**src/rtl/sbwdt_pkg.sv**
```systemverilog
// package of constants for the sign bit watchdog timer
package sbwdt_pkg;

    // ------------------------------------------------------------
    // register offsets (byte addresses)
    // ------------------------------------------------------------
    localparam logic [7:0] SBWDT_COUNT_OFS = 8'h00;
    localparam logic [7:0] SBWDT_CTRL_OFS = 8'h04;
    localparam logic [7:0] SBWDT_FRZ_SET_OFS = 8'h08;
    localparam logic [7:0] SBWDT_FRZ_CLR_OFS = 8'h0C;
    localparam logic [7:0] SBWDT_STATUS_OFS = 8'h10;
    localparam logic [7:0] SBWDT_IRQ_STAT_OFS = 8'h14;
    localparam logic [7:0] SBWDT_IRQ_MASK_OFS = 8'h18;

    // ------------------------------------------------------------
    // field layout
    // ------------------------------------------------------------
    localparam int SBWDT_CNT_W = 9;
    localparam int SBWDT_SIGN_POS = 8;
    localparam int SBWDT_GUARD_LSB = 9;
    localparam int SBWDT_GUARD_W = 23;
    localparam int SBWDT_DIRECT_POS = 0;
    localparam int SBWDT_FREEZE_POS = 0;
    localparam int SBWDT_EV_W = 3;
    localparam int SBWDT_EV_NMI = 0;
    localparam int SBWDT_EV_RST = 1;
    localparam int SBWDT_EV_REJ = 2;

    // ------------------------------------------------------------
    // values after reset and thresholds
    // ------------------------------------------------------------
    localparam logic [8:0] SBWDT_CNT_RESET = 9'h0FF;
    localparam logic [8:0] SBWDT_CNT_LIMIT = 9'h1F0;
    localparam logic [8:0] SBWDT_CNT_ZERO = 9'h000;

    // ------------------------------------------------------------
    // timing
    // ------------------------------------------------------------
    localparam int SBWDT_CLK_HZ = 100000000;
    localparam int SBWDT_TICK_US = 10240;
    localparam longint SBWDT_TICK_PROD = longint'(SBWDT_CLK_HZ) * longint'(SBWDT_TICK_US);
    localparam int SBWDT_TICK_CYCLES = int'(SBWDT_TICK_PROD / 64'd1000000);

endpackage : sbwdt_pkg

```
**src/rtl/sbwdt_tick.sv**
```systemverilog
// slow timebase divider producing one-cycle tick pulses
module sbwdt_tick #(
    parameter int TICK_CYCLES = 1024000
) (
    // clock and reset
    input wire logic clk,
    input wire logic rst_n,
    // control
    input wire logic run,
    output logic tick
);
    import sbwdt_pkg::*;

    localparam int CW = $clog2(TICK_CYCLES + 1);

    initial begin
        if (TICK_CYCLES < 2) begin
            $error("tick period must be at least two cycles");
        end
    end

    logic [CW-1:0] count;

    // divider keeps running while frozen so a tick is only suppressed, not delayed
    always_ff @(posedge clk or negedge rst_n) begin
        if (!rst_n) begin
            count <= '0;
            tick <= 1'b0;
        end else if (count == CW'(TICK_CYCLES - 1)) begin
            count <= '0;
            tick <= run;
        end else begin
            count <= count + CW'(1);
            tick <= 1'b0;
        end
    end

endmodule : sbwdt_tick

```
**src/rtl/sbwdt_top.sv**
```systemverilog
// sign bit watchdog timer with wishbone register access
//
// Function
// - The counter drops by exactly one on each tick of a 10.24 ms timebase.
// - Reset loads the counter with 255.
// - Past zero the count goes negative through sign bit 8, down to 1F0.
// - With direct reset clear, zero raises the NMI and -16 or below resets.
// - With direct reset set, a count at or below zero resets at once.
// - The timeout reset reinitialises counter, direct reset, freeze and NMI, counter back to 255.
// - The timeout reset leaves the boot remap selection untouched.
// - A debug halt stops counting and cannot be masked by software.
// - With direct reset clear, freeze set halts and freeze clear resumes.
// - Software can set direct reset but only a system reset clears it.
//
// Local design decisions: the placing of the registers and register access over Wishbone.
module sbwdt_top #(
    parameter int TICK_CYCLES = sbwdt_pkg::SBWDT_TICK_CYCLES,
    parameter int REMAP_W = 2
) (
    // clock and reset
    input wire logic SYS_CLK,
    input wire logic RESET_N,
    // wishbone slave
    input wire logic WB_CYC_I,
    input wire logic WB_STB_I,
    input wire logic WB_WE_I,
    input wire logic [7:0] WB_ADR_I,
    input wire logic [3:0] WB_SEL_I,
    input wire logic [31:0] WB_DAT_I,
    output logic [31:0] WB_DAT_O,
    output logic WB_ACK_O,
    // debug and boot
    input wire logic DEBUG_HALTED,
    input wire logic [REMAP_W-1:0] BOOT_REMAP_IN,
    output logic [REMAP_W-1:0] BOOT_REMAP_SELECT,
    // watchdog outputs
    output logic NMI,
    output logic SYS_RESET_REQ,
    output logic IRQ
);
    import sbwdt_pkg::*;

    initial begin
        if (REMAP_W < 1 || REMAP_W > 8) begin
            $error("REMAP_W must be 1 to 8");
        end
    end

    // ------------------------------------------------------------
    // state
    // ------------------------------------------------------------
    logic [SBWDT_CNT_W-1:0] count;
    logic direct_reset;
    logic timeout_freeze_bit;
    logic [SBWDT_EV_W-1:0] irq_status;
    logic [SBWDT_EV_W-1:0] irq_mask;
    logic sys_rst_pend;
    logic remap_caught;
    logic tick;
    logic run;
    logic soft_rst;

    // ------------------------------------------------------------
    // bus decode
    // ------------------------------------------------------------
    logic bus_req;
    logic wr_cycle;
    logic wr_count;
    logic count_accept;
    logic wr_ctrl;
    logic wr_frz_set;
    logic wr_frz_clr;
    logic wr_irq_stat;
    logic wr_irq_mask;

    // byte lane 0 check, writes to control bits without lane 0 are ignored
    function automatic logic hit(input logic [7:0] ofs);
        return wr_cycle && WB_ADR_I == ofs && WB_SEL_I[0];
    endfunction : hit

    assign bus_req = WB_CYC_I && WB_STB_I && !WB_ACK_O;
    assign wr_cycle = bus_req && WB_WE_I;
    assign wr_count = hit(SBWDT_COUNT_OFS) && (&WB_SEL_I);
    assign count_accept = wr_count && WB_DAT_I[31:SBWDT_GUARD_LSB] == '0;
    assign wr_ctrl = hit(SBWDT_CTRL_OFS);
    assign wr_frz_set = hit(SBWDT_FRZ_SET_OFS);
    assign wr_frz_clr = hit(SBWDT_FRZ_CLR_OFS);
    assign wr_irq_stat = hit(SBWDT_IRQ_STAT_OFS);
    assign wr_irq_mask = hit(SBWDT_IRQ_MASK_OFS);

    // ------------------------------------------------------------
    // timebase
    // ------------------------------------------------------------
    // debug halt freezes regardless of software; software freeze only in nmi mode
    assign run = !DEBUG_HALTED && !(timeout_freeze_bit && !direct_reset);

    sbwdt_tick #(
        .TICK_CYCLES(TICK_CYCLES)
    ) u_tick (
        .clk(SYS_CLK),
        .rst_n(RESET_N),
        .run(run),
        .tick(tick)
    );

    // ------------------------------------------------------------
    // expiry detection
    // ------------------------------------------------------------
    logic [SBWDT_CNT_W-1:0] next_count;
    logic at_or_below_zero;
    logic at_or_below_limit;
    logic next_is_zero;

    always_comb begin
        next_count = count;
        if (count_accept) begin
            next_count = {1'b0, WB_DAT_I[SBWDT_CNT_W-2:0]};
        end else if (tick && count != SBWDT_CNT_LIMIT) begin
            next_count = count - 9'h001;
        end
    end

    // sign bit makes the count a 9-bit two's complement value
    assign at_or_below_zero = count[SBWDT_SIGN_POS] || count == SBWDT_CNT_ZERO;
    assign at_or_below_limit = count[SBWDT_SIGN_POS] && count <= SBWDT_CNT_LIMIT;
    assign next_is_zero = next_count == SBWDT_CNT_ZERO && count != SBWDT_CNT_ZERO;

    // ------------------------------------------------------------
    // system reset generation
    // ------------------------------------------------------------
    // a pending reset pulses the request and reinitialises counter, direct reset, freeze and nmi here
    assign soft_rst = sys_rst_pend;

    always_ff @(posedge SYS_CLK or negedge RESET_N) begin
        if (!RESET_N) begin
            sys_rst_pend <= 1'b0;
        end else if (sys_rst_pend) begin
            sys_rst_pend <= 1'b0;
        end else if (direct_reset && at_or_below_zero) begin
            sys_rst_pend <= 1'b1;
        end else if (!direct_reset && at_or_below_limit) begin
            sys_rst_pend <= 1'b1;
        end
    end

    always_ff @(posedge SYS_CLK or negedge RESET_N) begin
        if (!RESET_N) begin
            SYS_RESET_REQ <= 1'b0;
        end else begin
            SYS_RESET_REQ <= sys_rst_pend;
        end
    end

    // ------------------------------------------------------------
    // counter
    // ------------------------------------------------------------
    always_ff @(posedge SYS_CLK or negedge RESET_N) begin
        if (!RESET_N) begin
            count <= SBWDT_CNT_RESET;
        end else if (soft_rst) begin
            count <= SBWDT_CNT_RESET;
        end else begin
            count <= next_count;
        end
    end

    // ------------------------------------------------------------
    // direct reset select, sticky until system reset
    // ------------------------------------------------------------
    always_ff @(posedge SYS_CLK or negedge RESET_N) begin
        if (!RESET_N) begin
            direct_reset <= 1'b0;
        end else if (soft_rst) begin
            direct_reset <= 1'b0;
        end else if (wr_ctrl && WB_DAT_I[SBWDT_DIRECT_POS]) begin
            direct_reset <= 1'b1;
        end
    end

    // ------------------------------------------------------------
    // software freeze
    // ------------------------------------------------------------
    // set wins when both strobes could coincide; they never do on one bus
    always_ff @(posedge SYS_CLK or negedge RESET_N) begin
        if (!RESET_N) begin
            timeout_freeze_bit <= 1'b0;
        end else if (soft_rst) begin
            timeout_freeze_bit <= 1'b0;
        end else if (wr_frz_set && WB_DAT_I[SBWDT_FREEZE_POS]) begin
            timeout_freeze_bit <= 1'b1;
        end else if (wr_frz_clr && WB_DAT_I[SBWDT_FREEZE_POS]) begin
            timeout_freeze_bit <= 1'b0;
        end
    end

    // ------------------------------------------------------------
    // nmi, set on reaching zero in nmi mode, held below zero until reload or reset
    // ------------------------------------------------------------
    // nmi is latched at the zero crossing and dropped by a reload
    always_ff @(posedge SYS_CLK or negedge RESET_N) begin
        if (!RESET_N) begin
            NMI <= 1'b0;
        end else if (soft_rst || direct_reset) begin
            NMI <= 1'b0;
        end else if (next_is_zero) begin
            NMI <= 1'b1;
        end else if (count_accept) begin
            NMI <= 1'b0;
        end
    end

    // ------------------------------------------------------------
    // boot remap selection survives the timeout reset
    // ------------------------------------------------------------
    // caught once after power reset release; soft_rst deliberately not used
    always_ff @(posedge SYS_CLK or negedge RESET_N) begin
        if (!RESET_N) begin
            remap_caught <= 1'b0;
            BOOT_REMAP_SELECT <= '0;
        end else if (!remap_caught) begin
            remap_caught <= 1'b1;
            BOOT_REMAP_SELECT <= BOOT_REMAP_IN;
        end
    end

    // ------------------------------------------------------------
    // interrupt status and mask
    // ------------------------------------------------------------
    logic [SBWDT_EV_W-1:0] ev;

    assign ev[SBWDT_EV_NMI] = next_is_zero && !direct_reset && !soft_rst;
    assign ev[SBWDT_EV_RST] = sys_rst_pend;
    assign ev[SBWDT_EV_REJ] = wr_count && !count_accept;

    // events set over a same-cycle write-one-to-clear; status survives soft reset
    always_ff @(posedge SYS_CLK or negedge RESET_N) begin
        if (!RESET_N) begin
            irq_status <= '0;
        end else begin
            irq_status <= ev | (irq_status & ~(wr_irq_stat ? WB_DAT_I[SBWDT_EV_W-1:0] : '0));
        end
    end

    always_ff @(posedge SYS_CLK or negedge RESET_N) begin
        if (!RESET_N) begin
            irq_mask <= '0;
        end else if (wr_irq_mask) begin
            irq_mask <= WB_DAT_I[SBWDT_EV_W-1:0];
        end
    end

    always_ff @(posedge SYS_CLK or negedge RESET_N) begin
        if (!RESET_N) begin
            IRQ <= 1'b0;
        end else begin
            IRQ <= |(irq_status & irq_mask);
        end
    end

    // ------------------------------------------------------------
    // wishbone answer, one wait-free cycle after the request
    // ------------------------------------------------------------
    logic [31:0] rd_data;

    always_comb begin
        rd_data = 32'h0000_0000;
        unique case (WB_ADR_I)
            SBWDT_COUNT_OFS: rd_data[SBWDT_CNT_W-1:0] = count;
            SBWDT_CTRL_OFS: rd_data[SBWDT_DIRECT_POS] = direct_reset;
            SBWDT_FRZ_SET_OFS: rd_data[SBWDT_FREEZE_POS] = timeout_freeze_bit;
            SBWDT_FRZ_CLR_OFS: rd_data[SBWDT_FREEZE_POS] = timeout_freeze_bit;
            SBWDT_STATUS_OFS: rd_data[3:0] = {DEBUG_HALTED, SYS_RESET_REQ, NMI, run};
            SBWDT_IRQ_STAT_OFS: rd_data[SBWDT_EV_W-1:0] = irq_status;
            SBWDT_IRQ_MASK_OFS: rd_data[SBWDT_EV_W-1:0] = irq_mask;
            default: rd_data = 32'h0000_0000; // unmapped reads zero, still acked
        endcase
    end

    always_ff @(posedge SYS_CLK or negedge RESET_N) begin
        if (!RESET_N) begin
            WB_ACK_O <= 1'b0;
            WB_DAT_O <= 32'h0000_0000;
        end else begin
            WB_ACK_O <= bus_req;
            WB_DAT_O <= bus_req ? rd_data : 32'h0000_0000;
        end
    end

endmodule : sbwdt_top

```
**config.mk**
```make
export PLATFORM = sky130hd
export DESIGN_NAME = sbwdt_top
export DESIGN_NICKNAME = d
export VERILOG_FILES = /design/src/rtl/sbwdt_pkg.sv /design/src/rtl/sbwdt_tick.sv /design/src/rtl/sbwdt_top.sv
export SDC_FILE = /design/constraint.sdc
export NUM_CORES = 1
export LEC_CHECK = 0
export BUFFER_PORTS_ARGS = -buffer_cell sky130_fd_sc_hd__clkbuf_2
export CELL_PAD_IN_SITES_DETAIL_PLACEMENT = 2
export CELL_PAD_IN_SITES_GLOBAL_PLACEMENT = 2
export CORE_UTILIZATION = 28
export DETAILED_ROUTE_END_ITERATION = 7
export GPL_TIMING_DRIVEN = 0
export PLACE_DENSITY = 0.88
export SYNTH_ARGS = -nofsm -noshare
export SYNTH_HDL_FRONTEND = slang
export SYNTH_SLANG_ARGS = --single-unit
```
**constraint.sdc**
```tcl
create_clock -name SYS_CLK -period 2.1 [get_ports SYS_CLK]
set_clock_uncertainty 0.2 [all_clocks]
set_input_delay 0.42 -clock SYS_CLK [delete_from_list [all_inputs] [get_ports SYS_CLK]]
set_output_delay 0.42 -clock SYS_CLK [all_outputs]
set_load 0.02 [all_outputs]
```
==> impl_metrics.csv, run 1 <==
group,metric,value,unit
outcome,status,"finished with violations",
outcome,violations,"negative setup slack",
grt,grt_max_degree,56,
power_and_ir_drop,combPwrFrac,10.4,%
setup_path,critPathMaxStageDelay,0.39,ns
route,met3_length,264,um
setup_path,crit_chain,"nand3b_1 > nor3_2 > nor4b_4 > buf_4 > nor3b_2 > o221ai_2 > o21ai_1",
timing,period_minus_slack,2.21,ns
clocking,tritoncts,"yes",
timing,relSlewSlack,51.0,%
grt,grt_pass1_vias,3152,
timing,setup_violations,2,
timing,tns,-0.203,ns
setup_path,worstSetupEndpointType,"register",
setup_path,crit_type,"reg2reg",
synthesis,yosys.area.top_type,"dfrtp_1",
timing,hold_viol,0,
timing,setup_ws,-0.113,ns
synthesis,async_flop_share,100,%
grt,grtUsageTotal,19.2,%
synthesis,synth-edff-count,0,
route,routed.top_layer,"met4",
clocking,insertion_delay,0.32,ns
layout,n_fill_cell,1160,
synthesis,synthCells,316,
synthesis,synthTopCellsByCount,"47 x dfrtp_1, 45 x nor2_1, 24 x buf_4, 22 x nand2_1, 17 x nand3_1",
route,routedLengthMet1,4290,um
route,wl_met2,5970,um
layout,fin_nets,481,
power_and_ir_drop,peakVddDrop,242,uV
route,first_iter_violations,124,
die,die_area,0.0114,mm2
grt,antenna_found_initial,0,
synthesis,yosys_warnings,0,
power_and_ir_drop,power.leakage,0.00192,uW
layout,area_growth,31.0,%
synthesis,synth_flop_cell,"dfrtp_1",
die,start_util,29.4,%
power_and_ir_drop,seqPwrFrac,53.2,%
setup_path,critPathMaxFanout,4,
power_and_ir_drop,power.density_cell_area,500,mW/mm2
route,viasPerCell,4.93,
power_and_ir_drop,swShare,24.9,%
placed_design,port_buffers,64,
clocking,cts_buffer_depth,2,
timing,tightest_slew,0.734,ns
layout,num_antenna_cells,0,
route,vias,2778,
timing,rsz0062_at_grt,"true",
power_and_ir_drop,clkPwrFrac,36.4,%
setup_path,reg2reg_slack,-0.11,ns
synthesis,syn-cell-area,0.00307,mm2
layout,layout.area.seq,0.00139,mm2
setup_path,crit_slowest_cell,"dfrtp_1",
clocking,htree_levels,2,
placed_design,place.gp.congestion,0.818,
synthesis,yosys-top-cells-area,"dfrtp_1 38%, dfstp_2 6.8%, buf_4 5.9%, nor2_1 5.5%, xnor2_1 4.0%",
die,core_region_area,0.0105,mm2
setup_path,arrival,2.26,ns
synthesis,syn_avg_cell_area,9.72,um2
route,wl,10700,um
layout,layout.cells.non_filler,563,
power_and_ir_drop,netSwitchingPower,500,uW
route,wl_per_cell,19.0,um
timing,finalMaxSlewViolations,0,
flow_run,maxCapViolations,0,
synthesis,ys_seq_area_share,45.1,%
synthesis,synth_most_common_cell,"dfrtp_1",
die,fp-row-count,37,
grt,grt_pass1_wl,16800,um
grt,gr-total-overflow,0,
clocking,clkTransAtPathRegs,0.11,ns
route,final_antenna_net_count,0,
clocking,clock_sink_count,55,
clocking,cts-root-buf,"clkbuf_8",
die,pin_count,90,
clocking,cts_buffers,5,
route,drc,0,
route,dr.pass1.iters,4,
die,fp.dieH,107,um
setup_path,cp_data_required_time,2.15,ns
timing,min_period_over_period,105,%
synthesis,synth_seq_cells,55,
min_path,worstHoldPathType,"in2reg",
layout,multiInputGateArea,0.00164,mm2
synthesis,synth.distinct_cells,53,
synthesis,netlist.area_leader.share,38.3,%
placed_design,hpwl,7280,um
setup_path,crit_family,"simple AND/OR/NAND/NOR gates",
placed_design,post-place-ws,-0.442,ns
setup_path,worst-path-buf-inv,1,
placed_design,numPlacedInstances,538,
die,die_w,107,um
power_and_ir_drop,p_int,1510,uW
timing,fmax,0.452,GHz
layout,drive_gt1_share,37.0,%
setup_path,setup.worst_path.start_class,"register",
## path summary, 6_finish.rpt
check / to / from / depth (start not counted)
max: irq_status[0] / WB_ACK_O / 7
min: BOOT_REMAP_SELECT[0] / BOOT_REMAP_IN[0] / 2
max reg2reg: irq_status[0] / WB_ACK_O / 7
min reg2reg: u_tick.count[8] / u_tick.count[8] / 1
max in group asynchronous: direct_reset / RESET_N / 2
min in group asynchronous: WB_DAT_O[0] / RESET_N / 2
## routing by layer
layer	GRT usage [%]	vias to the layer above
met2	37.1	59
li1	-	1274
met3	2.31	19
met5	0	-
met1	21.9	1426
met4	4.89	0
## power groups by stage
stage / clock network, uW / registers, uW / logic, uW
after global routing: 800 / 1070 / 226
after floorplan: 0 / 1100 / 97.5
final: 733 / 1070 / 210
after CTS: 754 / 1070 / 204
after global placement: 0 / 1090 / 194
after detailed placement: 0 / 1090 / 201
## cell families (layout without fill, tap and decap cells)
kind of cell | Yosys count | in the layout | synth area share [%]
buffers and inverters | 37 | 126 | 7.94
xor gates and xnor gates | 21 | 21 | 5.99
DFF | 55 | 55 | 45.1
other | 2 | 24 | 0.244
adders and majority gates | 3 | 3 | 1.22
muxes | 12 | 12 | 4.11
AOI/OAI and AO/OA | 40 | 40 | 8.88
and+or+nand+nor | 146 | 146 | 26.5
## flip-flops by register name (all words and copies together), names as in the netlist
signal and flops:
u_tick.count 20, IRQ 1, count 9, u_tick.tick 1
WB_DAT_O 9, NMI 1, remap_caught 1, timeout_freeze_bit 1
BOOT_REMAP_SELECT 2, irq_status 3, SYS_RESET_REQ 1, irq_mask 3
WB_ACK_O 1, direct_reset 1, soft_rst 1
## cells in the final DEF (no fill, tap or decap), drive strengths merged, types with 2 or more instances in the layout
| cell type | n |
|---|---|
| o211ai | 2 |
| mux2i | 7 |
| nor4bb | 2 |
| nand4 | 7 |
| dfrtp | 47 |
| o21bai | 7 |
| nor4b | 2 |
| nor3 | 12 |
| clkbuf | 70 |
| a211oi | 2 |
| and2 | 9 |
| nor2b | 3 |
| buf | 46 |
| dfstp | 8 |
| mux2 | 5 |
| a21oi | 11 |
| a221oi | 2 |
| nand2b | 2 |
| xnor2 | 14 |
| nand3 | 17 |
| nor4 | 6 |
| conb | 24 |
| nor3b | 3 |
| xor2 | 7 |
| ha | 3 |
| and4 | 5 |
| inv | 8 |
| o21ai | 8 |
| and3 | 4 |
| a222oi | 2 |
| nor2 | 46 |
| nand2 | 23 |
## stage by stage
step	power (uW)	util [%]	hold WS, ns	instance area (um2)
after floorplan	1190	-	-0.0756	3150
after global routing	2100	38.5	0.135	4030
final	2010	38.5	0.132	4030
after global placement	1280	34.8	0.253	3640
after detailed placement	1290	34.8	0.271	3640
after CTS	2030	37.2	0.129	3890
## layout make-up
class	instances	share of cell area, %
multi-input combinational	246	40.8
sequential	55	34.4
timing repair buffer	83	11.7
buffer	28	5.35
tap	136	4.23
clock buffer	6	1.80
clock inverter	2	0.964
inverter	7	0.653
## repair_timing
| item | 4_1_cts | 5_1_grt |
|---|---|---|
| endpoints found under the setup margin | 25 | 18 |
| setup buffers | 10 | 8 |
| endpoints found under the hold margin | 0 | 10 |
| gates resized for setup | 15 | 20 |
| hold buffers | 0 | 1 |
| pin swaps | 8 | 6 |
## worst reg2reg max path, stage by stage (launching register included)
cell and delay [ns]:
dfrtp_1 0.39, nand3b_1 0.23, nor3_2 0.26, nor4b_4 0.32
buf_4 0.20, nor3b_2 0.18, o221ai_2 0.17, o21ai_1 0.19
No activity file was read; power rests on OpenSTA's default activity.
==> inputs of run 2 (changes only) <==
PLACE_DENSITY = 0.78   (was 0.88)
==> impl_metrics.csv, run 2 (synthesis gave the netlist of run 1 again) <==
group,metric,value,unit
layout,num_antenna_cells,0,
grt,grtUsageTotal,16.6,%
power_and_ir_drop,power.leakage,0.00197,uW
route,vias,2725,
setup_path,worstSetupEndpointType,"register",
layout,final_common_cell,"clkbuf_2",
clocking,tritoncts,"yes",
clocking,htree_levels,2,
setup_path,arrival,2.12,ns
grt,antenna_found_initial,0,
grt,grt_max_degree,29,
power_and_ir_drop,power.density_cell_area,459,mW/mm2
setup_path,r2r.worst_path.cells,6,
route,final_antenna_net_count,0,
layout,layout_common_cells,"64 x clkbuf_2, 46 x dfrtp_1, 46 x buf_4",
flow_run,maxCapViolations,0,
placed_design,place.gp.congestion,0.822,
clocking,clock_sink_count,55,
min_path,hold_end,"BOOT_REMAP_SELECT[0]",
min_path,min_path_cells,2,
route,drc,0,
die,core_region_area,0.0105,mm2
clocking,cts-root-buf,"clkbuf_8",
grt,grt_pass1_wl,15000,um
min_path,hold_start,"BOOT_REMAP_IN[0]",
layout,area_growth,34.1,%
timing,fmax,0.481,GHz
setup_path,critPathMaxFanout,6,
die,pin_count,90,
route,wl_per_cell,16.7,um
setup_path,r2r-start,"count[4]",
placed_design,place_area,0.00366,mm2
outcome,status,"completed",
setup_path,cp_data_required_time,2.14,ns
timing,setup_ws,0.0230,ns
timing,rsz0062_at_grt,"true",
die,fp-row-count,37,
timing,hold_viol,0,
timing,relSlewSlack,50.4,%
setup_path,reg2reg_to,"NMI",
layout,finalInstanceArea,0.00412,mm2
timing,min_period_over_period,98.9,%
placed_design,post-place-ws,-0.357,ns
route,dr.pass1.iters,4,
grt,grt_pass1_vias,3043,
layout,largest_reg_flops,20,
timing,hold-worst-slack,0.142,ns
clocking,cts_buffer_depth,2,
route,viasPerCell,4.78,
route,first_iter_violations,115,
layout,drive_gt1_share,39.6,%
placed_design,port_buffers,64,
power_and_ir_drop,peakVddDrop,229,uV
placed_design,hpwl,6830,um
layout,top_register,"u_tick.count",
die,start_util,29.4,%
clocking,clkTransAtPathRegs,0.11,ns
die,fp.dieH,107,um
die,die_area,0.0114,mm2
die,die_w,107,um
layout,reg_top3,"u_tick.count (20), WB_DAT_O (9), count (9)",
min_path,worstHoldPathType,"in2reg",
timing,setup_violations,0,
timing,period_minus_slack,2.08,ns
timing,finalMaxSlewViolations,0,
setup_path,setup.worst_path.start_class,"register",
setup_path,crit_type,"reg2reg",
route,wl,9530,um
layout,fin_nets,488,
timing,tightest_slew,0.744,ns
power_and_ir_drop,p_total,1890,uW
setup_path,reg2reg_slack,0.02,ns
clocking,insertion_delay,0.31,ns
clocking,cts_buffers,5,
layout,n_fill_cell,1187,
grt,gr-total-overflow,0,
timing,tns,0,ns
## run 2: cell type report
| cell class | count | area (um2) | share of cell area, % |
|---|---|---|---|
| clock buffers | 5 | 68.8 | 1.67 |
| inverters | 7 | 28.8 | 0.699 |
| clock inverters | 3 | 18.8 | 0.456 |
| repair buffers | 90 | 538 | 13.1 |
| well taps | 136 | 170 | 4.13 |
| flip-flops and latches | 55 | 1390 | 33.7 |
| multi-input cells | 246 | 1690 | 41.0 |
| plain buffers | 28 | 218 | 5.29 |
## run 2: metal layers
metal | vias to the layer above | part of all wire, % | GRT usage [%]
met3 | 8 | 2.7 | 2.61
li1 | 1296 | - | -
met1 | 1370 | 43 | 19.9
met5 | - | 0 | 0
met4 | 0 | 1.0 | 4.31
met2 | 51 | 54 | 30.8
## run 2: power by group
part	leakage [uW]	switching (uW)	internal [uW]
Clock	0.0000483	375	236
Combinational	0.00121	121	88.7
Sequential	0.000712	4.11	1070
Total	0.00197	500	1390
## run 2: worst max path at each step
stage	start	endpoint	cells after the start
2_1_floorplan	count[0]	NMI	8
6_report	count[4]	NMI	6
4_1_cts	count[0]	NMI	8
3_5_place_dp	WB_ADR_I[1]	NMI	7
5_1_grt	count[4]	NMI	6
3_3_place_gp	WB_ADR_I[1]	irq_status[0]	8
## run 2: worst max-delay path: stages, from the launching register on
cell      delay [ns]
dfstp_2         0.61
nand4_1         0.28
o21ai_2         0.28
nand3_1         0.13
a211oi_2        0.26
a21oi_2         0.10
o21ai_1         0.15
## run 2: through the flow
stage | cells | utilization (%)
2_1_floorplan | 338 | -
6_report | 570 | 39.4
3_3_place_gp | 538 | 34.8
5_1_grt | 570 | 39.4
3_5_place_dp | 539 | 35.0
4_1_cts | 553 | 37.4
## run 2: timing repair
| item | 4_1_cts | 5_1_grt |
|---|---|---|
| setup buffers | 7 | 16 |
| hold buffers | 1 | 0 |
| setup endpoints to repair | 24 | 18 |
| gates cloned | 0 | 1 |
| resized for setup | 21 | 25 |
| hold endpoints to repair | 27 | 0 |
| pin swaps | 3 | 17 |
